`src/hdl/sbt_defs.vh`:
```
// constants for the memory boundary-scan test port
// assumes inclusion by every design file of the test port
`ifndef SBT_DEFS_VH
`define SBT_DEFS_VH

`define SBT_IR_W        3
`define SBT_IR_CAPTURE  3'h1
`define SBT_OP_EXTEST   3'h0
`define SBT_OP_IDCODE   3'h1
`define SBT_OP_SAMPLEZ  3'h2
`define SBT_OP_SAMPLE   3'h3
`define SBT_OP_BYPASS   3'h7
`define SBT_BSR_LEN     110
`define SBT_OE_CELL     109
`define SBT_ID_W        32
`define SBT_RESET_TMS   5

`endif

```
`src/hdl/sbt_sync.v`:
```
// two-stage synchroniser for one level from outside the clock domain
// assumes a free-running system clock
`timescale 1ns/100ps
`default_nettype none
module sbt_sync #(
  parameter RESET_VAL = 1'b0
) (
  // clock, reset and enable
  input  wire clk_in,
  input  wire rst_n_in,
  input  wire ce_in,
  // level
  input  wire d_in,
  output reg  q_out
);
  reg meta_q;

  // first stage is read only by the second
  always @(posedge clk_in or negedge rst_n_in) begin
    if (!rst_n_in) begin
      meta_q <= RESET_VAL;
      q_out  <= RESET_VAL;
    end else if (ce_in) begin
      meta_q <= d_in;
      q_out  <= meta_q;
    end
  end
endmodule // sbt_sync
`default_nettype wire

```
`src/hdl/sbt_tap.v`:
```
// boundary-scan test access port of the memory device
// assumes test pins arrive unsynchronised; test clock far slower than clk_in
`timescale 1ns/100ps
`default_nettype none
`include "sbt_defs.vh"
module sbt_tap #(
  parameter BSR_LEN = `SBT_BSR_LEN,
  parameter OE_CELL = `SBT_OE_CELL,
  parameter [31:0] ID_VALUE = 32'h0000_0001 // arbitrary identity value
) (
  // clock, reset, enable
  input  wire               clk_in,
  input  wire               rst_n_in,
  input  wire               ce_in,
  // test pins (undriven pins read as high outside the block)
  input  wire               tck_in,
  input  wire               tms_in,
  input  wire               tdi_in,
  output reg                tdo_out,
  output reg                tdo_oe_out,
  // ball ring
  input  wire [BSR_LEN-1:0] ring_in,
  output reg  [BSR_LEN-1:0] ring_drive_out,
  output reg                extest_out,
  output reg                q_oe_out,
  output reg  [2:0]         ir_out
);
  // one-hot controller states, one flip-flop per state
  localparam [15:0] S_TLR = 16'h0001; // test-logic-reset
  localparam [15:0] S_RTI = 16'h0002; // run-test/idle
  localparam [15:0] S_SDS = 16'h0004; // select-DR-scan
  localparam [15:0] S_CDR = 16'h0008; // capture-DR
  localparam [15:0] S_SDR = 16'h0010; // shift-DR
  localparam [15:0] S_E1D = 16'h0020; // exit1-DR
  localparam [15:0] S_PDR = 16'h0040; // pause-DR
  localparam [15:0] S_E2D = 16'h0080; // exit2-DR
  localparam [15:0] S_UDR = 16'h0100; // update-DR
  localparam [15:0] S_SIS = 16'h0200; // select-IR-scan
  localparam [15:0] S_CIR = 16'h0400; // capture-IR
  localparam [15:0] S_SIR = 16'h0800; // shift-IR
  localparam [15:0] S_E1I = 16'h1000; // exit1-IR
  localparam [15:0] S_PIR = 16'h2000; // pause-IR
  localparam [15:0] S_E2I = 16'h4000; // exit2-IR
  localparam [15:0] S_UIR = 16'h8000; // update-IR

  // synchronised pins and edge detection
  wire               tck_s;
  wire               tms_s;
  wire               tdi_s;
  wire [BSR_LEN-1:0] ring_s;
  reg                tck_q;
  wire               rise;
  wire               fall;
  // controller
  reg  [15:0]        st_q;
  reg  [15:0]        st_d;
  // scan registers
  reg  [2:0]         irs_q;
  reg                byp_q;
  reg  [31:0]        id_q;
  reg  [BSR_LEN-1:0] bsr_q;
  // decode and serial source
  wire               sel_id;
  wire               sel_bsr;
  wire               sel_byp;
  wire               shift_ir;
  wire               shift_dr;
  reg                sdo_d;

  // test clock crosses into clk_in; its edges are found after two flops
  sbt_sync #(
    .RESET_VAL (1'b0)
  ) u_tck (
    .clk_in   (clk_in),
    .rst_n_in (rst_n_in),
    .ce_in    (ce_in),
    .d_in     (tck_in),
    .q_out    (tck_s)
  );

  // mode select resets high, as its pull-up holds an idle pin
  sbt_sync #(
    .RESET_VAL (1'b1)
  ) u_tms (
    .clk_in   (clk_in),
    .rst_n_in (rst_n_in),
    .ce_in    (ce_in),
    .d_in     (tms_in),
    .q_out    (tms_s)
  );

  // serial data in resets high for the same reason
  sbt_sync #(
    .RESET_VAL (1'b1)
  ) u_tdi (
    .clk_in   (clk_in),
    .rst_n_in (rst_n_in),
    .ce_in    (ce_in),
    .d_in     (tdi_in),
    .q_out    (tdi_s)
  );

  // ball ring crosses too; a ball moving during capture may land either
  // way, which is the same uncertainty the balls themselves carry
  genvar gi;
  generate
    for (gi = 0; gi < BSR_LEN; gi = gi + 1) begin : g_ring
      sbt_sync #(
        .RESET_VAL (1'b0)
      ) u_ring (
        .clk_in   (clk_in),
        .rst_n_in (rst_n_in),
        .ce_in    (ce_in),
        .d_in     (ring_in[gi]),
        .q_out    (ring_s[gi])
      );
    end
  endgenerate

  // previous synchronised test clock; resets low like the idle pin,
  // so releasing reset never looks like a rise
  always @(posedge clk_in or negedge rst_n_in) begin
    if (!rst_n_in) begin
      tck_q <= 1'b0;
    end else if (ce_in) begin
      tck_q <= tck_s;
    end
  end

  // one-cycle strobes at each seen test clock edge
  assign rise = tck_s & ~tck_q;
  assign fall = ~tck_s & tck_q;

  // next controller state from sampled mode select
  always @* begin
    case (st_q)
      S_TLR:   st_d = tms_s ? S_TLR : S_RTI;
      S_RTI:   st_d = tms_s ? S_SDS : S_RTI;
      S_SDS:   st_d = tms_s ? S_SIS : S_CDR;
      S_CDR:   st_d = tms_s ? S_E1D : S_SDR;
      S_SDR:   st_d = tms_s ? S_E1D : S_SDR;
      S_E1D:   st_d = tms_s ? S_UDR : S_PDR;
      S_PDR:   st_d = tms_s ? S_E2D : S_PDR;
      S_E2D:   st_d = tms_s ? S_UDR : S_SDR;
      S_UDR:   st_d = tms_s ? S_SDS : S_RTI;
      S_SIS:   st_d = tms_s ? S_TLR : S_CIR;
      S_CIR:   st_d = tms_s ? S_E1I : S_SIR;
      S_SIR:   st_d = tms_s ? S_E1I : S_SIR;
      S_E1I:   st_d = tms_s ? S_UIR : S_PIR;
      S_PIR:   st_d = tms_s ? S_E2I : S_PIR;
      S_E2I:   st_d = tms_s ? S_UIR : S_SIR;
      S_UIR:   st_d = tms_s ? S_SDS : S_RTI;
      default: st_d = S_TLR;
    endcase
  end

  // controller register; power-up reset lands in test-logic-reset
  always @(posedge clk_in or negedge rst_n_in) begin
    if (!rst_n_in) begin
      st_q <= S_TLR;
    end else if (ce_in && rise) begin
      st_q <= st_d;
    end
  end

  // instruction decode picks the single data register;
  // reserved codes fall to bypass so the chain never breaks
  assign sel_id   = (ir_out == `SBT_OP_IDCODE);
  assign sel_bsr  = (ir_out == `SBT_OP_EXTEST) |
                    (ir_out == `SBT_OP_SAMPLEZ) |
                    (ir_out == `SBT_OP_SAMPLE);
  assign sel_byp  = ~sel_id & ~sel_bsr;
  assign shift_ir = (st_q == S_SIR);
  assign shift_dr = (st_q == S_SDR);

  // instruction shifter: capture loads 01 low, shift moves toward lsb
  always @(posedge clk_in or negedge rst_n_in) begin
    if (!rst_n_in) begin
      irs_q <= `SBT_OP_IDCODE;
    end else if (ce_in && rise) begin
      if (st_q == S_CIR) begin
        irs_q <= `SBT_IR_CAPTURE;
      end else if (shift_ir) begin
        irs_q <= {tdi_s, irs_q[2:1]};
      end
    end
  end

  // active instruction: moves only at update-IR or on entering reset,
  // so a half-shifted code never reaches the decode
  always @(posedge clk_in or negedge rst_n_in) begin
    if (!rst_n_in) begin
      ir_out <= `SBT_OP_IDCODE;
    end else if (ce_in && rise) begin
      if (st_d == S_TLR) begin
        ir_out <= `SBT_OP_IDCODE;
      end else if (st_q == S_UIR) begin
        ir_out <= irs_q;
      end
    end
  end

  // one-cell bypass: cleared at capture, then a single-cycle path
  always @(posedge clk_in or negedge rst_n_in) begin
    if (!rst_n_in) begin
      byp_q <= 1'b0;
    end else if (ce_in && rise && sel_byp) begin
      if (st_q == S_CDR) begin
        byp_q <= 1'b0;
      end else if (shift_dr) begin
        byp_q <= tdi_s;
      end
    end
  end

  // identification register: hardwired value taken at capture
  always @(posedge clk_in or negedge rst_n_in) begin
    if (!rst_n_in) begin
      id_q <= 32'h0000_0000;
    end else if (ce_in && rise && sel_id) begin
      if (st_q == S_CDR) begin
        id_q <= ID_VALUE;
      end else if (shift_dr) begin
        id_q <= {tdi_s, id_q[31:1]};
      end
    end
  end

  // boundary register: one cell per ball, spare balls included
  always @(posedge clk_in or negedge rst_n_in) begin
    if (!rst_n_in) begin
      bsr_q <= {BSR_LEN{1'b0}};
    end else if (ce_in && rise && sel_bsr) begin
      if (st_q == S_CDR) begin
        bsr_q <= ring_s;
      end else if (shift_dr) begin
        bsr_q <= {tdi_s, bsr_q[BSR_LEN-1:1]};
      end
    end
  end

  // preload latches change only under sample or extest; the reset
  // value keeps the read outputs released until a preload sets the cell
  always @(posedge clk_in or negedge rst_n_in) begin
    if (!rst_n_in) begin
      ring_drive_out <= {BSR_LEN{1'b0}};
    end else if (ce_in && rise && st_q == S_UDR) begin
      if (sel_bsr && ir_out != `SBT_OP_SAMPLEZ) begin
        ring_drive_out <= bsr_q;
      end
    end
  end

  // ring-side controls follow the active instruction one cycle later
  always @(posedge clk_in or negedge rst_n_in) begin
    if (!rst_n_in) begin
      extest_out <= 1'b0;
      q_oe_out   <= 1'b0;
    end else if (ce_in) begin
      extest_out <= (ir_out == `SBT_OP_EXTEST);
      q_oe_out   <= (ir_out == `SBT_OP_EXTEST) &
                    ring_drive_out[OE_CELL];
    end
  end

  // serial source for the output, always the lsb of the chosen register
  always @* begin
    if (shift_ir) begin
      sdo_d = irs_q[0];
    end else if (sel_id) begin
      sdo_d = id_q[0];
    end else if (sel_bsr) begin
      sdo_d = bsr_q[0];
    end else begin
      sdo_d = byp_q;
    end
  end

  // serial output and its enable move only at a seen fall, so the far
  // side always finds a settled bit at its next rise
  always @(posedge clk_in or negedge rst_n_in) begin
    if (!rst_n_in) begin
      tdo_out    <= 1'b0;
      tdo_oe_out <= 1'b0;
    end else if (ce_in && fall) begin
      tdo_out    <= sdo_d;
      tdo_oe_out <= shift_ir | shift_dr;
    end
  end
endmodule // sbt_tap
`default_nettype wire

```
`config.mk`:
```
export PLATFORM = sky130hd
export DESIGN_NAME = sbt_tap
export DESIGN_NICKNAME = d
export VERILOG_FILES = /design/src/hdl/sbt_sync.v /design/src/hdl/sbt_tap.v
export VERILOG_INCLUDE_DIRS = /design/src /design/src/hdl
export SDC_FILE = /design/constraint.sdc
export NUM_CORES = 1
export LEC_CHECK = 0
export BUFFER_PORTS_ARGS = -buffer_cell sky130_fd_sc_hd__buf_2
export CORE_ASPECT_RATIO = 0.6
export CORE_MARGIN = 2
export CORE_UTILIZATION = 39
export DETAILED_ROUTE_END_ITERATION = 10
export PLACE_DENSITY = 0.54
export SLEW_MARGIN = 20
export SYNTH_ARGS = -nofsm -noshare
export SYNTH_HDL_FRONTEND = slang
export SYNTH_SLANG_ARGS = --single-unit
export TNS_END_PERCENT = 50
```
`constraint.sdc`:
```
create_clock -name clk_in -period 5.1 [get_ports clk_in]
set_clock_uncertainty 0.05 [all_clocks]
set_input_delay 0.255 -clock clk_in [delete_from_list [all_inputs] [get_ports clk_in]]
set_output_delay 0.255 -clock clk_in [all_outputs]
set_load 0.05 [all_outputs]
```
==> results of run 1 <==
==> layer usage <==
metal | wire length [um] | GRT usage | share of wire | up-vias
met1 | 20800 | 0.231 | 0.48 | 6396
met2 | 19900 | 0.255 | 0.46 | 186
met5 | 0 | 0 | 0 | -
li1 | - | - | - | 6004
met4 | 775 | 0.0342 | 0.018 | 0
met3 | 1760 | 0.0318 | 0.041 | 61
==> flip-flops by register name, indices dropped and copies added (netlist names), 3 cells and up <==
name / count
bsr_q: 110
g_ring.u_ring.meta_q: 110
g_ring.u_ring.q_out: 110
id_q: 32
ir_out: 3
irs_q: 3
ring_drive_out: 110
st_q: 16
==> worst max path at each step <==
stage / startpoint / end / slack [ns] / cells after the start
after floorplan: st_q[14] / bsr_q[16] / 2.90 / 8
after global placement: ce_in / ring_drive_out[80] / 2.04 / 6
after detailed placement: ce_in / ring_drive_out[23] / 1.99 / 6
after CTS: st_q[11] / byp_q / 2.00 / 6
after global routing: st_q[11] / id_q[31] / 1.81 / 6
final: st_q[11] / bsr_q[25] / 2.02 / 6
==> final cells by class <==
class	instances	area, um^2
antenna	2	5.00
timing repair buffer	359	2470
fill	4656	26500
clock buffer	75	1440
clock inverter	13	171
inverter	6	22.5
sequential	506	12700
multi-input combinational	919	7300
tap	693	867
==> critical path: stages (launching register included) <==
cell and delay [ns]:
sky130_fd_sc_hd__dfrtp_1 0.52, sky130_fd_sc_hd__nor4_2 0.51, sky130_fd_sc_hd__nand2_2 0.16, sky130_fd_sc_hd__or3_4 0.63, sky130_fd_sc_hd__buf_4 0.49, sky130_fd_sc_hd__mux2i_1 0.43, sky130_fd_sc_hd__o21ai_1 0.09
==> cell usage in the layout, fill, tap and decap left out, types with 6 or more instances in the layout <==
master,instances
sky130_fd_sc_hd__mux2_1,27
sky130_fd_sc_hd__nand3_1,7
sky130_fd_sc_hd__nand2_1,197
sky130_fd_sc_hd__mux2i_1,112
sky130_fd_sc_hd__nor4_2,6
sky130_fd_sc_hd__nor3_1,6
sky130_fd_sc_hd__inv_1,6
sky130_fd_sc_hd__o21ai_0,59
sky130_fd_sc_hd__dlygate4sd3_1,114
sky130_fd_sc_hd__buf_2,230
sky130_fd_sc_hd__buf_4,9
sky130_fd_sc_hd__or4_1,8
sky130_fd_sc_hd__mux2_2,314
sky130_fd_sc_hd__dfrtp_1,499
sky130_fd_sc_hd__a21oi_1,8
sky130_fd_sc_hd__clkbuf_8,12
sky130_fd_sc_hd__nor2_1,10
sky130_fd_sc_hd__clkbuf_1,14
sky130_fd_sc_hd__clkbuf_16,49
sky130_fd_sc_hd__o21ai_1,100
sky130_fd_sc_hd__dfstp_2,7
==> cells by family (layout without fill, tap and decap cells) <==
logic type,count (synthesis),count (layout),share of synthesized area
xor gates and xnor gates,7,7,0.00299
muxes,453,453,0.242
DFF,506,506,0.619
AOI/OAI and AO/OA,191,191,0.0503
other,0,2,0
and+or+nand+nor,268,268,0.0602
buffers and inverters,110,453,0.0255
==> metrics by stage <==
stage	area (um^2)	util	std cells	hold slack (ns)	total power, mW
final	24900	0.485	2573	0.0541	9.69
after global routing	24900	0.485	2573	0.0611	10.3
after CTS	24900	0.485	2571	0.0419	9.85
after detailed placement	22200	0.432	2369	0.254	6.06
after global placement	22200	0.432	2369	0.251	6.01
after floorplan	20500	-	1535	-0.0906	5.63
==> where the power goes <==
group          switching [mW]  total, mW  internal [mW]
Combinational           0.590       1.16          0.570
Sequential              0.364       4.87           4.51
Clock                    1.55       3.66           2.11
Total                    2.50       9.69           7.19
==> results_dict.tcl, run 1 <==
set metrics [dict create \
    most_common_cell_in_the_synthesized_netlist "sky130_fd_sc_hd__dfrtp_1" \
    clkSinkCount 506 \
    wire_length_of_the_first_global_routing_pass_um 71800 \
    yosysTopAreaCell "sky130_fd_sc_hd__dfrtp_1" \
    clock_tree.htree_level_count 2 \
    synthFlopType "sky130_fd_sc_hd__dfrtp_1" \
    worstReg2RegStart "st_q[11]" \
    setup_crit_path_kind "flop to flop" \
    synthTopCellsByArea "sky130_fd_sc_hd__dfrtp_1, sky130_fd_sc_hd__mux2_2, sky130_fd_sc_hd__mux2i_1" \
    placementRows 64 \
    drc_errors 0 \
    cts.hold.buffers_added 114 \
    die_h_um 182 \
    worst_slew_margin_rel 0.293 \
    worst_vdd_rail_ir_drop_v 0.000259 \
    num_vias 12600 \
    ys_warn_count 0 \
    cap_viol_max_count 0 \
    slew_violations 0 \
    power.density_cell_area_nw_per_um2 388 \
    cts_made_buffers 49 \
    top_cells_by_instance_count_after_synthesis "sky130_fd_sc_hd__dfrtp_1, sky130_fd_sc_hd__mux2_2, sky130_fd_sc_hd__nand2_1, sky130_fd_sc_hd__mux2i_1, sky130_fd_sc_hd__o21ai_1" \
    grt_setup_unrepaired "false" \
    gr-total-overflow 0 \
    place_worst_setup_slack_ns 1.99 \
    syn_to_final_growth_pct 21.8 \
    total_die_area_um2 54400 \
    peak_clock_frequency_supported_by_timing_mhz 325 \
    cts.root.buffer_cell "sky130_fd_sc_hd__clkbuf_16" \
    timing.rr.end "bsr_q[25]" \
    fp.coreArea_um2 51400 \
    cp_data_required_time_ns 5.47 \
    hold-path-endpoint "q_oe_out" \
    final_min_period_over_clock_period 0.603 \
    yosys_register_bits 506 \
    place.port_buffers 232 \
    post_cts_resize_count 0 \
    final_period_minus_worst_setup_slack_ns 3.08 \
    fin_tns_setup_ns 0 \
    place_hpwl_um 26700 \
    antenna_found_initial 2 \
    final_hold_viol_count 0 \
    syn_area_um2 20500 \
    viasPerCell 4.92 \
    synth_edf_count 0 \
    crit_fanout 53 \
    grt.total_usage 0.161 \
    post_detailed_route_wirelength_per_cell_um 16.8 \
    syn_area_per_cell_um2 13.3 \
    crit_arrival_ns 3.45 \
    tightest_slew_ns 1.06 \
    crit_path_end_kind "flop" \
    startpoint_type "flop" \
    worstHoldStart "ce_in" \
    setup.reg_to_reg.worst_slack_ns 2.02 \
    run_status "complete, no violations" \
    detailedRoute.firstPassIterationCount 4 \
    postCtsSetupRepairBufs 0 \
    worst_hold_path_type "input pin to flop" \
    gp_routability_congestion 0.836 \
    syn-instance-count 1535 \
    clock_network_latency_to_the_later_pin_of_the_worst_skew_pair_ns 0.57 \
    hold_depth 3 \
    route.final.wire_length_um 43200 \
    final_net_count 1957 \
    setup_viol_count_final 0 \
    syn-num-nets 1651 \
    synth_largest_type_area_fraction 0.610 \
    die_w_um 300 \
    worstRegToRegCells 6 \
    dr.first_iter.drc_count 705 \
    fin_ws_ns 2.02 \
    synth_sequential_area_ratio 0.619 \
    cellLeakagePower_nw 12.2 \
    first_global_vias 13100 \
    synth_cell_type_count 54 \
    grt_start_max_net_pins 193 \
    asyncSetResetFlopFracSynth 1.00 \
    tritoncts "yes" \
    io-pin-count 233 \
    clockBufferDepth 3 \
    final_layout_size_suffix_gt1_frac 0.348 \
    ant_nets 0 \
    initial_utilization 0.398 \
    clk_pin_slew_worst_paths_ns 0.06 \
]
No activity file was read; power rests on OpenSTA's default activity.
==> run 2, diff against run 1 <==
--- a/config.mk
+++ b/config.mk
@@ -11,7 +11,7 @@
 export CORE_MARGIN = 2
 export CORE_UTILIZATION = 39
 export DETAILED_ROUTE_END_ITERATION = 10
-export PLACE_DENSITY = 0.54
+export PLACE_DENSITY = 0.56
 export SLEW_MARGIN = 20
 export SYNTH_ARGS = -nofsm -noshare
 export SYNTH_HDL_FRONTEND = slang
==> constraint.sdc (replaced) <==
create_clock -name clk_in -period 2.8 [get_ports clk_in]
set_clock_uncertainty 0.05 [all_clocks]
set_input_delay 0.14 -clock clk_in [delete_from_list [all_inputs] [get_ports clk_in]]
set_output_delay 0.14 -clock clk_in [all_outputs]
set_load 0.05 [all_outputs]
==> run 2 against run 1 <==
Compared with the run above: non-clock buffer count grew 26; sequential power increased by 83%; register-to-register slack got worse by 1.9 ns; sequential share of layout area decreased by 0.65 points; critical path depth unchanged; first-iteration DRC count is 16% higher; clock-buffer cell count decreased by 2; core utilization is 0.63 points higher; largest cell class unchanged; setup slack worse by 1.9 ns.
==> results_dict.tcl, run 2 (same netlist as run 1, synthesis figures left out) <==
set metrics [dict create \
    num_vias 12800 \
    peak_clock_frequency_supported_by_timing_mhz 380 \
    setup.reg_to_reg.worst_slack_ns 0.17 \
    layout.cell_area.non_filler_um2 25300 \
    placementRows 64 \
    startpoint_type "flop" \
    final_period_minus_worst_setup_slack_ns 2.63 \
    crit_arrival_ns 3.02 \
    cp_data_required_time_ns 3.18 \
    first_global_vias 13300 \
    dr.first_iter.drc_count 820 \
    crit_path_end_kind "flop" \
    clkSinkCount 506 \
    clk_pin_slew_worst_paths_ns 0.06 \
    worst_slew_margin_rel 0.227 \
    cts_made_buffers 49 \
    run_status "complete, no violations" \
    gp_routability_congestion 0.860 \
    final_min_period_over_clock_period 0.940 \
    mostFrequentLayoutCells "sky130_fd_sc_hd__dfrtp_1, sky130_fd_sc_hd__mux2_2, sky130_fd_sc_hd__buf_2, sky130_fd_sc_hd__nand2_1, sky130_fd_sc_hd__dlygate4sd3_1" \
    switching_share 0.259 \
    clock_power_share 0.370 \
    total_die_area_um2 54400 \
    tightest_slew_ns 1.16 \
    crit_fanout 32 \
    placed_cell_area_um2 22500 \
    worst_hold_path_type "input pin to async pin" \
    viasPerCell 4.92 \
    comb_power_share 0.124 \
    die_w_um 300 \
    pwr-share-seq 0.505 \
    io-pin-count 233 \
    place.port_buffers 232 \
    clock_network_latency_to_the_later_pin_of_the_worst_skew_pair_ns 0.56 \
    wire_length_of_the_first_global_routing_pass_um 73700 \
    stdcell_count 2597 \
    slew_violations 0 \
    ant_nets 0 \
    internal_power_mw 13.0 \
    setup_viol_count_final 0 \
    worst_vdd_rail_ir_drop_v 0.000519 \
    drc_errors 0 \
    postCtsSetupRepairBufs 0 \
    p_switching_mw 4.55 \
    grt_start_max_net_pins 167 \
    gr-total-overflow 0 \
    cellLeakagePower_nw 12.3 \
    setup_crit_path_kind "flop to flop" \
    post_detailed_route_wirelength_per_cell_um 17.0 \
    final_net_count 1983 \
    fp.coreArea_um2 51400 \
    die_h_um 182 \
    final_common_cell "sky130_fd_sc_hd__dfrtp_1" \
    grt.total_usage 0.165 \
    fin_tns_setup_ns 0 \
    place_hpwl_um 28100 \
    initial_utilization 0.398 \
    clock_tree.htree_level_count 2 \
    post-place-cells 2391 \
    power.density_cell_area_nw_per_um2 696 \
    syn_to_final_growth_pct 23.4 \
    route.final.wire_length_um 44100 \
    final_hold_viol_count 0 \
    cts.root.buffer_cell "sky130_fd_sc_hd__clkbuf_16" \
    tritoncts "yes" \
    antenna_found_initial 2 \
    clockBufferDepth 3 \
    cap_viol_max_count 0 \
    holdWs_ns 0.105 \
    detailedRoute.firstPassIterationCount 7 \
    final_layout_size_suffix_gt1_frac 0.356 \
]
run 2: cell types whose count changed in the layout (fill, tap and decap cells not counted):
| cell | change |
|---|---|
| sky130_fd_sc_hd__buf_12 | +11 |
| sky130_fd_sc_hd__inv_16 | -1 |
| sky130_fd_sc_hd__nor4_2 | -2 |
| sky130_fd_sc_hd__nor4_4 | +2 |
| sky130_fd_sc_hd__clkbuf_1 | -3 |
| sky130_fd_sc_hd__dlygate4sd3_1 | +4 |
| sky130_fd_sc_hd__bufinv_16 | -1 |
| sky130_fd_sc_hd__clkinvlp_4 | +1 |
| sky130_fd_sc_hd__clkinv_2 | +2 |
| sky130_fd_sc_hd__inv_6 | -1 |
| sky130_fd_sc_hd__clkbuf_8 | +1 |
| sky130_fd_sc_hd__buf_4 | +11 |
run 2: stage by stage:
stage	power (mW)	util	worst slack (ns)
5_1_grt	18.6	0.492	-0.00561
4_1_cts	17.9	0.491	0.120
2_1_floorplan	10.3	-	0.600
6_report	17.6	0.492	0.169
3_5_place_dp	11.1	0.437	0.153
3_3_place_gp	11.0	0.437	0.174
run 2: worst max-delay path, cell delays in order, from the launching register on:
cell,delay [ns]
sky130_fd_sc_hd__dfrtp_1,0.49
sky130_fd_sc_hd__nor4_4,0.49
sky130_fd_sc_hd__nand4_1,0.30
sky130_fd_sc_hd__nor4_4,0.29
sky130_fd_sc_hd__buf_12,0.24
sky130_fd_sc_hd__buf_12,0.24
sky130_fd_sc_hd__mux2_2,0.36
run 2: power groups by stage:
stage | logic (mW) | registers [mW] | clock network (mW)
global placement | 2.02 | 8.99 | 0
floorplan | 1.43 | 8.82 | 0
CTS | 2.22 | 8.90 | 6.75
detailed placement | 2.08 | 9.03 | 0
finish | 2.19 | 8.89 | 6.52
global route | 2.48 | 9.03 | 7.06
run 2: area by class of cell:
class / instances / area [um^2]
well taps: 693 / 867
diodes: 2 / 5.00
multi-input cells: 919 / 7310
flip-flops and latches: 506 / 12700
repair buffers: 385 / 2810
clock inverters: 13 / 130
clock buffers: 73 / 1450
inverters: 6 / 22.5
fillers: 4579 / 26100
run 2: routing by layer:
layer	global-route usage	vias up	share of wire
met5	0	-	0
met4	0.0390	0	0.020
met3	0.0267	73	0.036
met2	0.266	203	0.47
met1	0.235	6473	0.48
li1	-	6040	-
run 2: worst paths after layout:
check | from | endpoint | depth (start not counted)
min in group clk_in | ring_in[16] | g_ring[16].u_ring.meta_q | 3
min | rst_n_in | st_q[13] | 2
max in group asynchronous | rst_n_in | g_ring[74].u_ring.q_out | 3
max | st_q[13] | ring_drive_out[81] | 6
min reg2reg | ring_drive_out[45] | ring_drive_out[45] | 1
max reg2reg | st_q[13] | ring_drive_out[81] | 6
run 2: timing repair:
action                                  4_1_cts  5_1_grt
resized for setup                             0        2
endpoints found under the setup margin        0       68
endpoints found under the hold margin       177        0
hold buffers                                118        0
==> run 3, diff against run 2 <==
--- a/config.mk
+++ b/config.mk
@@ -9,9 +9,9 @@
 export BUFFER_PORTS_ARGS = -buffer_cell sky130_fd_sc_hd__buf_2
 export CORE_ASPECT_RATIO = 0.6
 export CORE_MARGIN = 2
-export CORE_UTILIZATION = 39
+export CORE_UTILIZATION = 53
 export DETAILED_ROUTE_END_ITERATION = 10
-export PLACE_DENSITY = 0.56
+export PLACE_DENSITY = 0.73
 export SLEW_MARGIN = 20
 export SYNTH_ARGS = -nofsm -noshare
 export SYNTH_HDL_FRONTEND = slang
==> run 3 against run 2 <==
Compared with the run above: global-route usage up 4.8 points; maximum frequency up 1.0%; clock power down 3%; critical path depth unchanged; flip-flop and latch count unchanged; combinational power about the same; first-iteration DRC count up 0.37%; final cell count down 7.3%; sequential power about the same; routed wire length down 4.6%; critical endpoint is now bsr_q[28]; largest power group unchanged.
==> results_dict.tcl, run 3 (same netlist as run 1, synthesis figures left out) <==
set metrics [dict create \
    setup_crit_path_kind "flop to flop" \
    final_hold_viol_count 0 \
    worst_vdd_rail_ir_drop_v 0.000386 \
    cellLeakagePower_nw 12.3 \
    fillers 2766 \
    placementRows 55 \
    tritoncts "yes" \
    first_global_vias 13100 \
    mostFrequentLayoutCells "sky130_fd_sc_hd__dfrtp_1, sky130_fd_sc_hd__mux2_2, sky130_fd_sc_hd__buf_2, sky130_fd_sc_hd__nand2_1, sky130_fd_sc_hd__dlygate4sd3_1" \
    dr.first_iter.drc_count 823 \
    cpMaxStageDelayCell "sky130_fd_sc_hd__or3_4" \
    slew_violations 0 \
    worst_setup_path_startpoint "st_q[14]" \
    initial_utilization 0.540 \
    syn_to_final_growth_pct 21.8 \
    tightest_slew_ns 1.04 \
    grt.total_usage 0.214 \
    post_detailed_route_wirelength_per_cell_um 17.5 \
    crit_fanout 32 \
    peak_clock_frequency_supported_by_timing_mhz 384 \
    place.port_buffers 232 \
    grt_start_max_net_pins 129 \
    drc_errors 0 \
    route.final.wire_length_um 42100 \
    crit_path_end_kind "flop" \
    grt_setup_unrepaired "false" \
    clock_tree.htree_level_count 2 \
    setup_viol_count_final 0 \
    worst_path_largest_cell_delay_ns 0.60 \
    total_die_area_um2 40300 \
    worstRegToRegCells 6 \
    cp_data_required_time_ns 3.16 \
    clock_network_latency_to_the_later_pin_of_the_worst_skew_pair_ns 0.55 \
    cts.root.buffer_cell "sky130_fd_sc_hd__clkbuf_16" \
    worst_path_buf_inv 1 \
    io-pin-count 233 \
    ant_nets 0 \
    place_hpwl_um 27000 \
    clk_pin_slew_worst_paths_ns 0.07 \
    final_min_period_over_clock_period 0.930 \
    cts_made_buffers 46 \
    detailedRoute.firstPassIterationCount 5 \
    critical_path_cell_count 6 \
    path_delay_family "simple AND/OR/NAND/NOR gates" \
    final_layout_size_suffix_gt1_frac 0.354 \
    fin_total_pwr_mw 17.4 \
    antenna_found_initial 3 \
    worstReg2RegStart "st_q[14]" \
    gp_routability_congestion 0.866 \
    multi_input_area_um2 7310 \
    clockBufferDepth 3 \
    final_common_cell "sky130_fd_sc_hd__dfrtp_1" \
    gr-total-overflow 0 \
    crit_arrival_ns 2.97 \
    die_w_um 258 \
    holdWs_ns 0.114 \
    final_net_count 1974 \
    fp.coreArea_um2 37900 \
    run_status "complete, no violations" \
    startpoint_type "flop" \
    final_period_minus_worst_setup_slack_ns 2.60 \
    crit_chain "nor4_4 -> nand2_2 -> or3_4 -> buf_4 -> mux2i_1 -> o21ai_1" \
    clkSinkCount 506 \
    flip_flop_and_latch_area_um2 12700 \
    num_vias 12800 \
    cap_viol_max_count 0 \
    postCtsSetupRepairBufs 0 \
    worst_slew_margin_rel 0.305 \
    wire_length_of_the_first_global_routing_pass_um 69700 \
    fin_tns_setup_ns 0 \
    viasPerCell 5.31 \
    worst_hold_path_type "input pin to async pin" \
    power.density_cell_area_nw_per_um2 698 \
    die_h_um 156 \
]
## run 3: cell count changes in the layout (fill, tap and decap cells not counted), sizes merged
cell         change
clkinv           +3
buf              -2
clkbuf           -5
clkinvlp         -3
inv              -1
dlygate4sd3      -4
diode            +1
bufinv           +2
## run 3: final timing paths
check,slack (ns),end
max in group asynchronous,1.63,bsr_q[61]
worst max register to register,0.20,bsr_q[28]
min in group clk_in,0.21,st_q[6]
worst max-delay path,0.20,bsr_q[28]
worst min-delay path,0.11,g_ring[107].u_ring.meta_q
worst min register to register,0.43,id_q[14]
## run 3: stage by stage
stage | utilization | instances | area, um^2 | setup WS (ns)
2_1_floorplan | - | 1535 | 20500 | 0.600
3_3_place_gp | 0.587 | 2209 | 22300 | 0.275
3_5_place_dp | 0.587 | 2209 | 22300 | 0.185
4_1_cts | 0.657 | 2405 | 24900 | 0.159
5_1_grt | 0.658 | 2408 | 24900 | 0.0283
6_report | 0.658 | 2408 | 24900 | 0.196
## run 3: report_power, final
part	switching (mW)	internal (mW)	leakage, nW
Clock	2.68	3.67	0.749
Sequential	0.660	8.21	6.50
Combinational	1.11	1.08	5.03
## run 3: worst reg2reg max path: stages, from the launching register on
cell,delay (ns)
sky130_fd_sc_hd__dfrtp_1,0.50
sky130_fd_sc_hd__nor4_4,0.47
sky130_fd_sc_hd__nand2_2,0.16
sky130_fd_sc_hd__or3_4,0.60
sky130_fd_sc_hd__buf_4,0.34
sky130_fd_sc_hd__mux2i_1,0.26
sky130_fd_sc_hd__o21ai_1,0.09
## run 3: final cells by class
| class | count | share of cell area |
|---|---|---|
| repair buffers | 379 | 0.111 |
| flip-flops and latches | 506 | 0.508 |
| well taps | 513 | 0.0257 |
| multi-input cells | 919 | 0.293 |
| clock buffers | 68 | 0.0535 |
| diodes | 3 | 0.000301 |
| inverters | 6 | 0.000903 |
| clock inverters | 14 | 0.00728 |
## run 3: metal layers
layer	GRT usage	part of all wire	vias up
met2	0.345	0.47	237
met4	0.0515	0.021	0
met1	0.302	0.46	6457
met3	0.0411	0.045	66
li1	-	-	6031
met5	0	0	-
## run 3: timing repair
action | in CTS | in global routing
gates resized for setup | 0 | 1
endpoints found under the hold margin | 265 | 0
setup endpoints to repair | 0 | 6
hold buffers | 114 | 0
